==> config.mk <==
export PLATFORM = sky130hd
export DESIGN_NAME = scd_spi_decoder
export DESIGN_NICKNAME = d
export VERILOG_FILES = /design/src/verilog/scd_pkg.sv /design/src/verilog/scd_spi_decoder.sv /design/src/verilog/scd_sync.sv
export VERILOG_INCLUDE_DIRS = /design/src /design/src/verilog
export SDC_FILE = /design/constraint.sdc
export NUM_CORES = 1
export LEC_CHECK = 0
export BUFFER_PORTS_ARGS = -buffer_cell sky130_fd_sc_hd__buf_4
export CAP_MARGIN = 20
export CORE_ASPECT_RATIO = 1.5
export CORE_MARGIN = 2
export CORE_UTILIZATION = 54
export CTS_BUF_LIST = sky130_fd_sc_hd__clkbuf_4
export DETAILED_ROUTE_END_ITERATION = 6
export GPL_ROUTABILITY_DRIVEN = 0
export PLACE_DENSITY = 0.85
export SYNTH_ARGS = -nofsm -noshare
export SYNTH_HDL_FRONTEND = slang
export SYNTH_SLANG_ARGS = --single-unit
==> constraint.sdc <==
create_clock -name ref_clk -period 2.2 [get_ports ref_clk]
set_input_delay 0.11 -clock ref_clk [delete_from_list [all_inputs] [get_ports ref_clk]]
set_output_delay 0.11 -clock ref_clk [all_outputs]
set_load 0.05 [all_outputs]
==> src/verilog/scd_defines.svh <==
// Summary of operation
// - Reset opcode requests full device reset
// - Read opcode, address, then register data out
// - Pointer advances after each byte read
// - Receive buffer read sets pointer, no address
// - Frame end clears flag of buffer read
// - Write opcode, address, data to successive registers
// - Commit byte on its last rising edge
// - Partial write byte discarded at frame end
// - Load transmit buffer sets write pointer directly
// - Request-to-send sets selected transmit requests
// - Request-to-send with no selection does nothing
// - Read status byte repeats while clocked
// - Receive status byte repeats while clocked
// - Status top bits show receive-full flags
// - Bits four, three give frame type
// - Bits two to zero give filter hit
// - Buffer zero owns low bits when both full
// - Bit modify: opcode, address, mask, data
// - Only masked bits take new data
// - Unmodifiable register forces mask to all ones
// - Sample rising, drive falling, select low
`ifndef SCD_DEFINES_SVH
`define SCD_DEFINES_SVH

// ------------------------------------------------------------
// Opcodes and opcode masks
// ------------------------------------------------------------
`define SCD_OP_RESET     8'hC0
`define SCD_OP_READ      8'h03
`define SCD_OP_WRITE     8'h02
`define SCD_OP_BITMOD    8'h05
`define SCD_OP_RDSTAT    8'hA0
`define SCD_OP_RXSTAT    8'hB0
`define SCD_OP_RXB       8'h90
`define SCD_OP_RXB_MASK  8'hF9
`define SCD_OP_LDTX      8'h40
`define SCD_OP_RTS       8'h80
`define SCD_OP_SEL3_MASK 8'hF8

// ------------------------------------------------------------
// Buffer address layout
// ------------------------------------------------------------
`define SCD_TXB_HI       4'h3
`define SCD_RXB_HI       4'h6
`define SCD_ID_LO        4'h1
`define SCD_DATA_LO      4'h6
`define SCD_LDTX_MAX     3'h5
`define SCD_CTRL_LO      4'h0
`define SCD_STAT_LO      4'hE
`define SCD_CCTRL_LO     4'hF
`define SCD_BFP_ADDR     8'h0C
`define SCD_RTSCTL_ADDR  8'h0D
`define SCD_CNF3_ADDR    8'h28
`define SCD_FLAG_ADDR    8'h2C
`define SCD_EFLG_ADDR    8'h2D

// ------------------------------------------------------------
// Misc values
// ------------------------------------------------------------
`define SCD_MASK_ALL     8'hFF
`define SCD_BYTE_ZERO    8'h00
`define SCD_LAST_BIT     3'h7
`define SCD_FIRST_BIT    3'h0
`define SCD_PIN_RST      3'h2

`endif

==> src/verilog/scd_pkg.sv <==
package scd_pkg;

   // Frame states, Gray along command -> address -> mask -> data
   typedef enum logic [2:0]
   {
      ST_CMD    = 3'h0,
      ST_ADDR   = 3'h1,
      ST_MASK   = 3'h3,
      ST_BMDATA = 3'h2,
      ST_WRITE  = 3'h6,
      ST_READ   = 3'h7,
      ST_STATUS = 3'h5,
      ST_IGNORE = 3'h4
   } scd_state_t;

   // Access kind carried from opcode to address byte
   typedef enum logic [1:0]
   {
      OP_READ   = 2'h0,
      OP_WRITE  = 2'h1,
      OP_BITMOD = 2'h3
   } scd_op_t;

   // Decoded opcode
   typedef enum logic [3:0]
   {
      CMD_NONE   = 4'h0,
      CMD_RESET  = 4'h1,
      CMD_READ   = 4'h2,
      CMD_WRITE  = 4'h3,
      CMD_BITMOD = 4'h4,
      CMD_RXB    = 4'h5,
      CMD_LDTX   = 4'h6,
      CMD_RTS    = 4'h7,
      CMD_RDSTAT = 4'h8,
      CMD_RXSTAT = 4'h9
   } scd_cmd_t;

endpackage : scd_pkg

==> src/verilog/scd_spi_decoder.sv <==
`timescale 1ns/1ns
`include "scd_defines.svh"
module scd_spi_decoder
(
   // Clock and reset
   input  wire logic       ref_clk,
   input  wire logic       rst_b,
   // Serial pins
   input  wire logic       sckPin,
   input  wire logic       csPin_b,
   input  wire logic       siPin,
   output logic            soOut,
   output logic            soOe,
   // Register file port
   output logic [7:0]      regAddr,
   output logic            regWrEn,
   output logic [7:0]      regWrData,
   output logic [7:0]      regWrMask,
   input  wire logic [7:0] regRdData,
   // Controller events
   output logic            softResetReq,
   output logic [2:0]      txReqSet,
   output logic [1:0]      rxFlagClr,
   // Status sources
   input  wire logic [7:0] quickStatus,
   input  wire logic [1:0] rxFullFlag,
   input  wire logic [1:0] rxExtId,
   input  wire logic [1:0] rxRemote,
   input  wire logic [2:0] rx0FilterHit,
   input  wire logic [2:0] rx1FilterHit
);

   // ------------------------------------------------------------
   // Functions
   // ------------------------------------------------------------

   // Opcode decode
   function automatic scd_pkg::scd_cmd_t decodeCmd(input logic [7:0] op);
      scd_pkg::scd_cmd_t cmd;
      cmd = scd_pkg::CMD_NONE;
      if (op == `SCD_OP_RESET)
         cmd = scd_pkg::CMD_RESET;
      else if (op == `SCD_OP_READ)
         cmd = scd_pkg::CMD_READ;
      else if (op == `SCD_OP_WRITE)
         cmd = scd_pkg::CMD_WRITE;
      else if (op == `SCD_OP_BITMOD)
         cmd = scd_pkg::CMD_BITMOD;
      else if (op == `SCD_OP_RDSTAT)
         cmd = scd_pkg::CMD_RDSTAT;
      else if (op == `SCD_OP_RXSTAT)
         cmd = scd_pkg::CMD_RXSTAT;
      else if ((op & `SCD_OP_RXB_MASK) == `SCD_OP_RXB)
         cmd = scd_pkg::CMD_RXB;
      else if ((op & `SCD_OP_SEL3_MASK) == `SCD_OP_LDTX && op[2:0] <= `SCD_LDTX_MAX)
         cmd = scd_pkg::CMD_LDTX;
      else if ((op & `SCD_OP_SEL3_MASK) == `SCD_OP_RTS)
         cmd = scd_pkg::CMD_RTS;
      return cmd;
   endfunction : decodeCmd

   // Start address of a buffer's identifier or data field
   function automatic logic [7:0] bufAddr(input logic [3:0] hiBase,
                                          input logic [1:0] idx,
                                          input logic       dataSel);
      logic [3:0] hi;
      hi = hiBase + {2'h0, idx};
      return {hi, (dataSel ? `SCD_DATA_LO : `SCD_ID_LO)};
   endfunction : bufAddr

   // Control and status registers that honour a mask
   function automatic logic bitModOk(input logic [7:0] a);
      logic ok;
      ok = (a == `SCD_BFP_ADDR) || (a == `SCD_RTSCTL_ADDR)
         || (a[3:0] == `SCD_STAT_LO) || (a[3:0] == `SCD_CCTRL_LO)
         || ((a >= `SCD_CNF3_ADDR) && (a <= `SCD_EFLG_ADDR))
         || ((a[3:0] == `SCD_CTRL_LO) && (a[7:4] >= `SCD_TXB_HI)
             && (a[7:4] <= `SCD_RXB_HI + 4'h1));
      return ok;
   endfunction : bitModOk

   // ------------------------------------------------------------
   // Pin synchronisers and edge detection
   // ------------------------------------------------------------
   logic [2:0] pinSync;
   logic       sckSync;
   logic       csSync_b;
   logic       siSync;
   logic       sckPrev_q;
   logic       csPrev_q;
   logic       csLow;
   logic       sckRise;
   logic       sckFall;
   logic       csRise;

   scd_sync
   #(
      .WIDTH     (3),
      .STAGES    (2),
      .RESET_VAL (`SCD_PIN_RST)
   )
   uPinSync
   (
      .ref_clk (ref_clk),
      .rst_b   (rst_b),
      .asyncIn ({sckPin, csPin_b, siPin}),
      .syncOut (pinSync)
   );

   assign sckSync  = pinSync[2];
   assign csSync_b = pinSync[1];
   assign siSync   = pinSync[0];

   // Edge history; the link clock is oversampled, not used as a clock
   always_ff @(posedge ref_clk or negedge rst_b)
   begin
      if (!rst_b)
      begin
         sckPrev_q <= 1'b0;
         csPrev_q  <= 1'b1;
      end
      else
      begin
         sckPrev_q <= sckSync;
         csPrev_q  <= csSync_b;
      end
   end

   // Edges only count inside a frame
   assign csLow   = !csSync_b;
   assign sckRise = csLow && sckSync && !sckPrev_q;
   assign sckFall = csLow && !sckSync && sckPrev_q;
   assign csRise  = csSync_b && !csPrev_q;

   // ------------------------------------------------------------
   // Bit counter and input shifter
   // ------------------------------------------------------------
   logic [2:0]         bitCnt_q;
   logic [6:0]         rxShift_q;
   logic [7:0]         byteIn;
   logic               byteDone;
   scd_pkg::scd_cmd_t  cmd;

   assign byteIn   = {rxShift_q, siSync};
   assign byteDone = sckRise && (bitCnt_q == `SCD_LAST_BIT);
   assign cmd      = decodeCmd(byteIn);

   // Counter restarts with each frame, so a short byte never lands
   always_ff @(posedge ref_clk or negedge rst_b)
   begin
      if (!rst_b)
      begin
         bitCnt_q  <= `SCD_FIRST_BIT;
         rxShift_q <= 7'h00;
      end
      else if (!csLow)
      begin
         bitCnt_q  <= `SCD_FIRST_BIT;
      end
      else if (sckRise)
      begin
         bitCnt_q  <= bitCnt_q + 3'h1;
         rxShift_q <= byteIn[6:0];
      end
   end

   // ------------------------------------------------------------
   // Frame state machine
   // ------------------------------------------------------------
   scd_pkg::scd_state_t state_q;
   scd_pkg::scd_op_t    op_q;
   logic [7:0]          mask_q;
   logic [7:0]          statByte_q;
   logic [7:0]          rxStatus;

   // Buffer zero wins the low field when both buffers are full
   always_comb
   begin
      rxStatus = {rxFullFlag[1], rxFullFlag[0], 1'b0, 5'h00};
      if (rxFullFlag[0])
         rxStatus[4:0] = {rxExtId[0], rxRemote[0], rx0FilterHit};
      else if (rxFullFlag[1])
         rxStatus[4:0] = {rxExtId[1], rxRemote[1], rx1FilterHit};
   end

   // Opcode, address and mask bytes steer the frame
   always_ff @(posedge ref_clk or negedge rst_b)
   begin
      if (!rst_b)
      begin
         state_q    <= scd_pkg::ST_CMD;
         op_q       <= scd_pkg::OP_READ;
         mask_q     <= `SCD_MASK_ALL;
         statByte_q <= `SCD_BYTE_ZERO;
      end
      else if (!csLow)
      begin
         state_q <= scd_pkg::ST_CMD;
      end
      else if (byteDone)
      begin
         unique case (state_q)
            scd_pkg::ST_CMD:
            begin
               unique case (cmd)
                  scd_pkg::CMD_READ:
                  begin
                     op_q    <= scd_pkg::OP_READ;
                     state_q <= scd_pkg::ST_ADDR;
                  end
                  scd_pkg::CMD_WRITE:
                  begin
                     op_q    <= scd_pkg::OP_WRITE;
                     state_q <= scd_pkg::ST_ADDR;
                  end
                  scd_pkg::CMD_BITMOD:
                  begin
                     op_q    <= scd_pkg::OP_BITMOD;
                     state_q <= scd_pkg::ST_ADDR;
                  end
                  scd_pkg::CMD_RXB:    state_q <= scd_pkg::ST_READ;
                  scd_pkg::CMD_LDTX:   state_q <= scd_pkg::ST_WRITE;
                  scd_pkg::CMD_RDSTAT:
                  begin
                     statByte_q <= quickStatus;
                     state_q    <= scd_pkg::ST_STATUS;
                  end
                  scd_pkg::CMD_RXSTAT:
                  begin
                     statByte_q <= rxStatus;
                     state_q    <= scd_pkg::ST_STATUS;
                  end
                  // Reset, send request and unknown codes swallow the rest
                  scd_pkg::CMD_NONE,
                  scd_pkg::CMD_RESET,
                  scd_pkg::CMD_RTS:    state_q <= scd_pkg::ST_IGNORE;
               endcase
            end
            scd_pkg::ST_ADDR:
            begin
               unique case (op_q)
                  scd_pkg::OP_READ:   state_q <= scd_pkg::ST_READ;
                  scd_pkg::OP_WRITE:  state_q <= scd_pkg::ST_WRITE;
                  scd_pkg::OP_BITMOD: state_q <= scd_pkg::ST_MASK;
                  default:            state_q <= scd_pkg::ST_IGNORE;
               endcase
            end
            scd_pkg::ST_MASK:
            begin
               mask_q  <= byteIn;
               state_q <= scd_pkg::ST_BMDATA;
            end
            scd_pkg::ST_BMDATA: state_q <= scd_pkg::ST_IGNORE;   // One data byte only
            scd_pkg::ST_WRITE,
            scd_pkg::ST_READ,
            scd_pkg::ST_STATUS,
            scd_pkg::ST_IGNORE: state_q <= state_q;
         endcase
      end
   end

   // ------------------------------------------------------------
   // Address pointer
   // ------------------------------------------------------------
   logic [7:0] addr_q;
   logic       addrInc_q;

   // Write bumps the pointer one cycle late so the strobe sees the old value
   always_ff @(posedge ref_clk or negedge rst_b)
   begin
      if (!rst_b)
      begin
         addr_q    <= `SCD_BYTE_ZERO;
         addrInc_q <= 1'b0;
      end
      else
      begin
         addrInc_q <= byteDone && (state_q == scd_pkg::ST_WRITE);
         if (addrInc_q)
         begin
            addr_q <= addr_q + 8'h01;
         end
         else if (byteDone)
         begin
            if (state_q == scd_pkg::ST_ADDR)
               addr_q <= byteIn;
            else if (state_q == scd_pkg::ST_READ)
               addr_q <= addr_q + 8'h01;
            else if (state_q == scd_pkg::ST_CMD && cmd == scd_pkg::CMD_RXB)
               addr_q <= bufAddr(`SCD_RXB_HI, {1'b0, byteIn[2]}, byteIn[1]);
            else if (state_q == scd_pkg::ST_CMD && cmd == scd_pkg::CMD_LDTX)
               addr_q <= bufAddr(`SCD_TXB_HI, byteIn[2:1], byteIn[0]);
         end
      end
   end

   // ------------------------------------------------------------
   // Register write strobe
   // ------------------------------------------------------------
   logic       wrEn_q;
   logic [7:0] wrData_q;
   logic [7:0] wrMask_q;

   // Strobe fires only on a whole byte
   always_ff @(posedge ref_clk or negedge rst_b)
   begin
      if (!rst_b)
      begin
         wrEn_q   <= 1'b0;
         wrData_q <= `SCD_BYTE_ZERO;
         wrMask_q <= `SCD_MASK_ALL;
      end
      else
      begin
         wrEn_q <= 1'b0;
         if (byteDone && state_q == scd_pkg::ST_WRITE)
         begin
            wrEn_q   <= 1'b1;
            wrData_q <= byteIn;
            wrMask_q <= `SCD_MASK_ALL;
         end
         else if (byteDone && state_q == scd_pkg::ST_BMDATA)
         begin
            wrEn_q   <= 1'b1;
            wrData_q <= byteIn;
            wrMask_q <= bitModOk(addr_q) ? mask_q : `SCD_MASK_ALL;
         end
      end
   end

   // ------------------------------------------------------------
   // Controller events
   // ------------------------------------------------------------
   logic       softRst_q;
   logic [2:0] tx_request_bit_q;
   logic [1:0] rxClr_q;
   logic       rxbRead_q;
   logic       rxbSel_q;

   // Flag clear waits for the frame end so the host can finish reading
   always_ff @(posedge ref_clk or negedge rst_b)
   begin
      if (!rst_b)
      begin
         softRst_q <= 1'b0;
         tx_request_bit_q   <= 3'h0;
         rxClr_q   <= 2'h0;
         rxbRead_q <= 1'b0;
         rxbSel_q  <= 1'b0;
      end
      else
      begin
         softRst_q <= byteDone && state_q == scd_pkg::ST_CMD
                      && cmd == scd_pkg::CMD_RESET;
         tx_request_bit_q   <= (byteDone && state_q == scd_pkg::ST_CMD
                      && cmd == scd_pkg::CMD_RTS) ? byteIn[2:0] : 3'h0;
         rxClr_q   <= 2'h0;
         if (csRise)
         begin
            rxbRead_q <= 1'b0;
            if (rxbRead_q)
               rxClr_q[rxbSel_q] <= 1'b1;
         end
         else if (byteDone && state_q == scd_pkg::ST_CMD && cmd == scd_pkg::CMD_RXB)
         begin
            rxbRead_q <= 1'b1;
            rxbSel_q  <= byteIn[2];
         end
      end
   end

   // ------------------------------------------------------------
   // Serial output
   // ------------------------------------------------------------
   logic       soData_q;
   logic       soEn_q;
   logic [6:0] txShift_q;
   logic       talking;
   logic [7:0] outByte;

   assign talking = (state_q == scd_pkg::ST_READ) || (state_q == scd_pkg::ST_STATUS);
   assign outByte = (state_q == scd_pkg::ST_READ) ? regRdData : statByte_q;

   // Each byte is fetched at its first falling edge, after the pointer settled
   always_ff @(posedge ref_clk or negedge rst_b)
   begin
      if (!rst_b)
      begin
         soData_q  <= 1'b0;
         soEn_q    <= 1'b0;
         txShift_q <= 7'h00;
      end
      else
      begin
         soEn_q <= csLow && talking;
         if (!csLow)
         begin
            soData_q <= 1'b0;
         end
         else if (sckFall && talking)
         begin
            if (bitCnt_q == `SCD_FIRST_BIT)
            begin
               soData_q  <= outByte[7];
               txShift_q <= outByte[6:0];
            end
            else
            begin
               soData_q  <= txShift_q[6];
               txShift_q <= {txShift_q[5:0], 1'b0};
            end
         end
      end
   end

   // ------------------------------------------------------------
   // Output assignments
   // ------------------------------------------------------------
   assign soOut        = soData_q;
   assign soOe         = soEn_q;
   assign regAddr      = addr_q;
   assign regWrEn      = wrEn_q;
   assign regWrData    = wrData_q;
   assign regWrMask    = wrMask_q;
   assign softResetReq = softRst_q;
   assign txReqSet     = tx_request_bit_q;
   assign rxFlagClr    = rxClr_q;

endmodule : scd_spi_decoder

==> src/verilog/scd_sync.sv <==
`timescale 1ns/1ns
module scd_sync
#(
   parameter int                 WIDTH     = 3,
   parameter int                 STAGES    = 2,
   parameter logic [WIDTH-1:0]   RESET_VAL = '0
)
(
   // Clock and reset
   input  wire logic             ref_clk,
   input  wire logic             rst_b,
   // Pins in, synchronised levels out
   input  wire logic [WIDTH-1:0] asyncIn,
   output logic      [WIDTH-1:0] syncOut
);

   // ------------------------------------------------------------
   // Elaboration check
   // ------------------------------------------------------------
   if (STAGES < 2 || WIDTH < 1)
   begin : gBadParam
      $error("scd_sync needs at least two stages and one bit");
   end

   // ------------------------------------------------------------
   // Flop chain
   // ------------------------------------------------------------
   logic [WIDTH-1:0] stage_q [STAGES];

   // First stage feeds only the next stage, never any logic
   always_ff @(posedge ref_clk or negedge rst_b)
   begin
      if (!rst_b)
      begin
         for (int i = 0; i < STAGES; i++)
         begin
            stage_q[i] <= RESET_VAL;
         end
      end
      else
      begin
         stage_q[0] <= asyncIn;
         for (int i = 1; i < STAGES; i++)
         begin
            stage_q[i] <= stage_q[i-1];
         end
      end
   end

   assign syncOut = stage_q[STAGES-1];

endmodule : scd_sync
==> metrics.md <==
| Metric | Value |
|---|---|
| Final setup viols | 0 |
| Yosys cell types | 73 |
| Die Width | around 80 um |
| Row count | 40 |
| Syn Area/Cell | approximately 11 um^2 |
| Final hold vios | 0 |
| Worst vdd ir | around 450 uV |
| CORE AREA | 8058 um^2 |
| Vias in the first global route | about 3,600 |
| Drt first pass iters | 4 |
| Synthesized-area fraction occupied by adder cells | about 3.6% |
| Largest net degree at the start of global routing | 49 |
| Clock Power Share | between 20 and 25% |
| Placed Area | 5081 um^2 |
| Count of yosys warnings during synthesis | 0 |
| Synth Cell Area | 4501 um^2 |
| Register area share after synthesis | a little under half |
| Post-Synth Simple-Gate Area | between 10% and 20% |
| Post-synthesis mux area share | a little under a tenth |
| Nets | 550 |
| Initial DRC Count | 201 |
| Flops & latches, synth | between 80 and 90 |
| Wire per inst | 16.63 um |
| IO buf count | 65 |
| Async SR Flop Fraction | 100.0% |
| Switching pwr | between 1 and 1.5 mW |
| Slowest CP cell | dfrtp_1 |
| CP startpoint kind | flop |
| Critical path arrival | approximately 2.4 ns |
| Layout cell share with drive strength beyond 1 | ~35% |
| Total CTS buffers | 9 |
| Outcome | complete, no violations |
| R2R Setup Slk | roughly 0.17 ns |
| Max-slew violations | 0 |
| I/O pin count | 66 |
| Synthesized Nets | about 470 |
| CP max stage delay | ~0.47 ns |
| Rel. slew slack | between 50% and 60% |
| Crit Path Max Fanout | 7 |
| Final WL | 10,230 um |
| Clock buffer depth | 2 |
| Reg clk slew, reported paths | 0.13 ns |
| Worst Tran Pin Value | roughly 0.62 ns |
| Internal Dissipation | between 2 and 2.5 mW |
| Hpwl dp | between 7000 and 8000 um |
| Worst path cell trace | buf_4 -> nor3b_1 -> a22oi_4 -> o21a_4 -> a21boi_1 -> a2111oi_1 -> nor3_1 |
| Synthesis-to-layout area growth | 17.74% |
| Required time of the critical path | roughly 2.5 ns |
| Kind of critical path | reg -> reg |
| Initial antenna violation count | 1 |
| Die Ht | ~120 um |
| Post-route cell area | approximately 5300 um^2 |
| Crit. End Element | flop |
| Post-synthesis cell count | ~430 |
| Max cap viols | 0 |
| Die area | 9096 um^2 |
| Achievable frequency | between 400 and 500 MHz |
| Synth Area in Compound Gates | between 15 and 20% |
| Via count | ~3,500 |
| Main synth FF type | dfrtp_1 |
| Worst Skew | 0.01471 ns |
| Antenna Nets Post-Route | 0 |
| Skew-Pair Late Insertion Delay | approximately 0.44 ns |
| Static leakage | ~2.4 nW |
| Net Sw Frac | between 30% and 40% |
| Residual DRC | 0 |
| CTS tree | done |
| Largest family of logic cells by synthesized area | compound AO/OA/AOI/OAI gates |
| HP Class | in -> reg |
| Post-synth EDFFs | 0 |
| Post-Synth XOR/XNOR Area | less than 1% |
| Grt ovf | 0 |
| Final Cycle Share | about 92% |
| Final Critical Period | 2.034 ns |
| CTS root buffer | clkbuf_4 |
| Starting density of the core | a little under three fifths |
| Gr usage total | about a quarter |
| Gate power share | a little under a quarter |
| Total clock sinks | just over 80 |
| Register share of total power | 53.1% |
| Setup_tns | 0 ns |
| H-tree Lvls | 3 |
| Power per cell area | 616.5 nW/um^2 |
| Vias per std cell | a little under 6 |
| First-pass GRT wire length | 16,920 um |
| Setup bufs post-CTS | 0 |
## area by class of cell
| type | instances | area [um^2] |
|---|---|---|
| multi-input cells | 309 | 2201 |
| well taps | 105 | 131.4 |
| flip-flops and latches | 82 | 2079 |
| inverters | 11 | 41.29 |
| fillers | 620 | 2759 |
| clock buffers | 12 | 90.09 |
| repair buffers | 91 | 733.2 |
| diodes | 1 | 2.502 |
| clock inverters | 4 | 20.02 |
## sequential cells by signal (all words and copies together), names as in the netlist, 7 cells and up
name        cells
rxShift_q       7
txShift_q       7
statByte_q      8
mask_q          8
regAddr         8
regWrData       8
regWrMask       8
## stage by stage
step | hold slack [ns] | setup slack (ns) | total power [mW] | util [%] | std cells
floorplan | -0.1856 | 0.09141 | 2.332 | - | 428
global placement | 0.1692 | 0.1858 | 2.485 | 63.06 | 588
detailed placement | 0.1710 | 0.1251 | 2.520 | 63.06 | 588
CTS | 0.01343 | 0.1052 | 3.274 | 65.67 | 614
global route | 0.01264 | -0.05344 | 3.427 | 65.76 | 615
finish | 0.02200 | 0.1664 | 3.267 | 65.76 | 615
## power groups by stage
stage          clock network, mW  logic (mW)  registers (mW)
3_5_place_dp                   0       0.766            1.75
4_1_cts                    0.766       0.782            1.73
6_report                   0.749       0.785            1.73
5_1_grt                    0.819       0.860            1.75
2_1_floorplan                  0       0.685            1.65
3_3_place_gp                   0       0.742            1.74
## routing by layer
metal | part of all wire [%] | up-vias | track usage, %
li1 | - | 1697 | -
met1 | 39 | 1702 | 27.35
met2 | 53 | 120 | 42.51
met3 | 4.7 | 27 | 5.062
met4 | 3.7 | 0 | 12.98
met5 | 0 | - | 0
## logic make-up (layout without fill, tap and decap cells)
kind of cell / Yosys count / count (layout)
and+or+nand+nor: 140 / 140
buffers and inverters: 37 / 118
other: 0 / 1
DFF: 82 / 82
muxes: 39 / 39
adders and majority gates: 13 / 13
xor gates and xnor gates: 3 / 3
AOI/OAI and AO/OA: 114 / 114
## critical path: cells and delay by family, from the launching register on
family,cells,cell delay [ns]
buffers and inverters,1,0.19
DFF,1,0.47
and+or+nand+nor,2,0.24
AOI/OAI and AO/OA,4,1.01
## cells in the final DEF (no fill, tap or decap), types with 11 or more instances in the layout
master    Yosys  layout
buf_4         2      79
mux2i_1      11      11
mux2_2       28      28
a21oi_1      14      14
dfrtp_1      63      60
o22a_1       12      12
dfstp_2      19      19
ha_1         13      13
clkbuf_4      0      12
o21ai_0      37      37
nand3_1      11      11
nor2_1       23      23
nand2_1      49      49
## final timing paths
| kind | start | end | depth (start not counted) |
|---|---|---|---|
| setup / recovery | rxShift_q[0] | state_q[1] | 7 |
| hold / removal | quickStatus[0] | statByte_q[0] | 3 |
| setup reg to reg | rxShift_q[0] | state_q[1] | 7 |
| hold reg to reg | uPinSync.stage_q[5] | uPinSync.syncOut[2] | 0 |
| max in group asynchronous | rst_b | mask_q[0] | 3 |
| min in group asynchronous | rst_b | statByte_q[1] | 2 |
## Yosys cell counts (7+ instances only)
cell type	number	area share, %
nor2b_1	7	0.97
dfstp_2	19	11
o21ai_0	37	4.1
mux2_2	28	7.0
nor3_1	7	0.78
dfrtp_1	63	35
ha_1	13	3.6
o22a_1	12	2.3
mux2i_1	11	2.4
nor2_1	23	1.9
inv_1	10	0.83
nand2_1	49	4.1
nand3_1	11	1.2
a21oi_1	14	1.6
clkbuf_1	10	0.83
## timing repair
item | in CTS | in global routing
gates resized for setup | 0 | 4
hold buffers | 10 | 0
hold endpoints to repair | 48 | 0
setup endpoints to repair | 0 | 5
(Power assumes the default switching activity.)
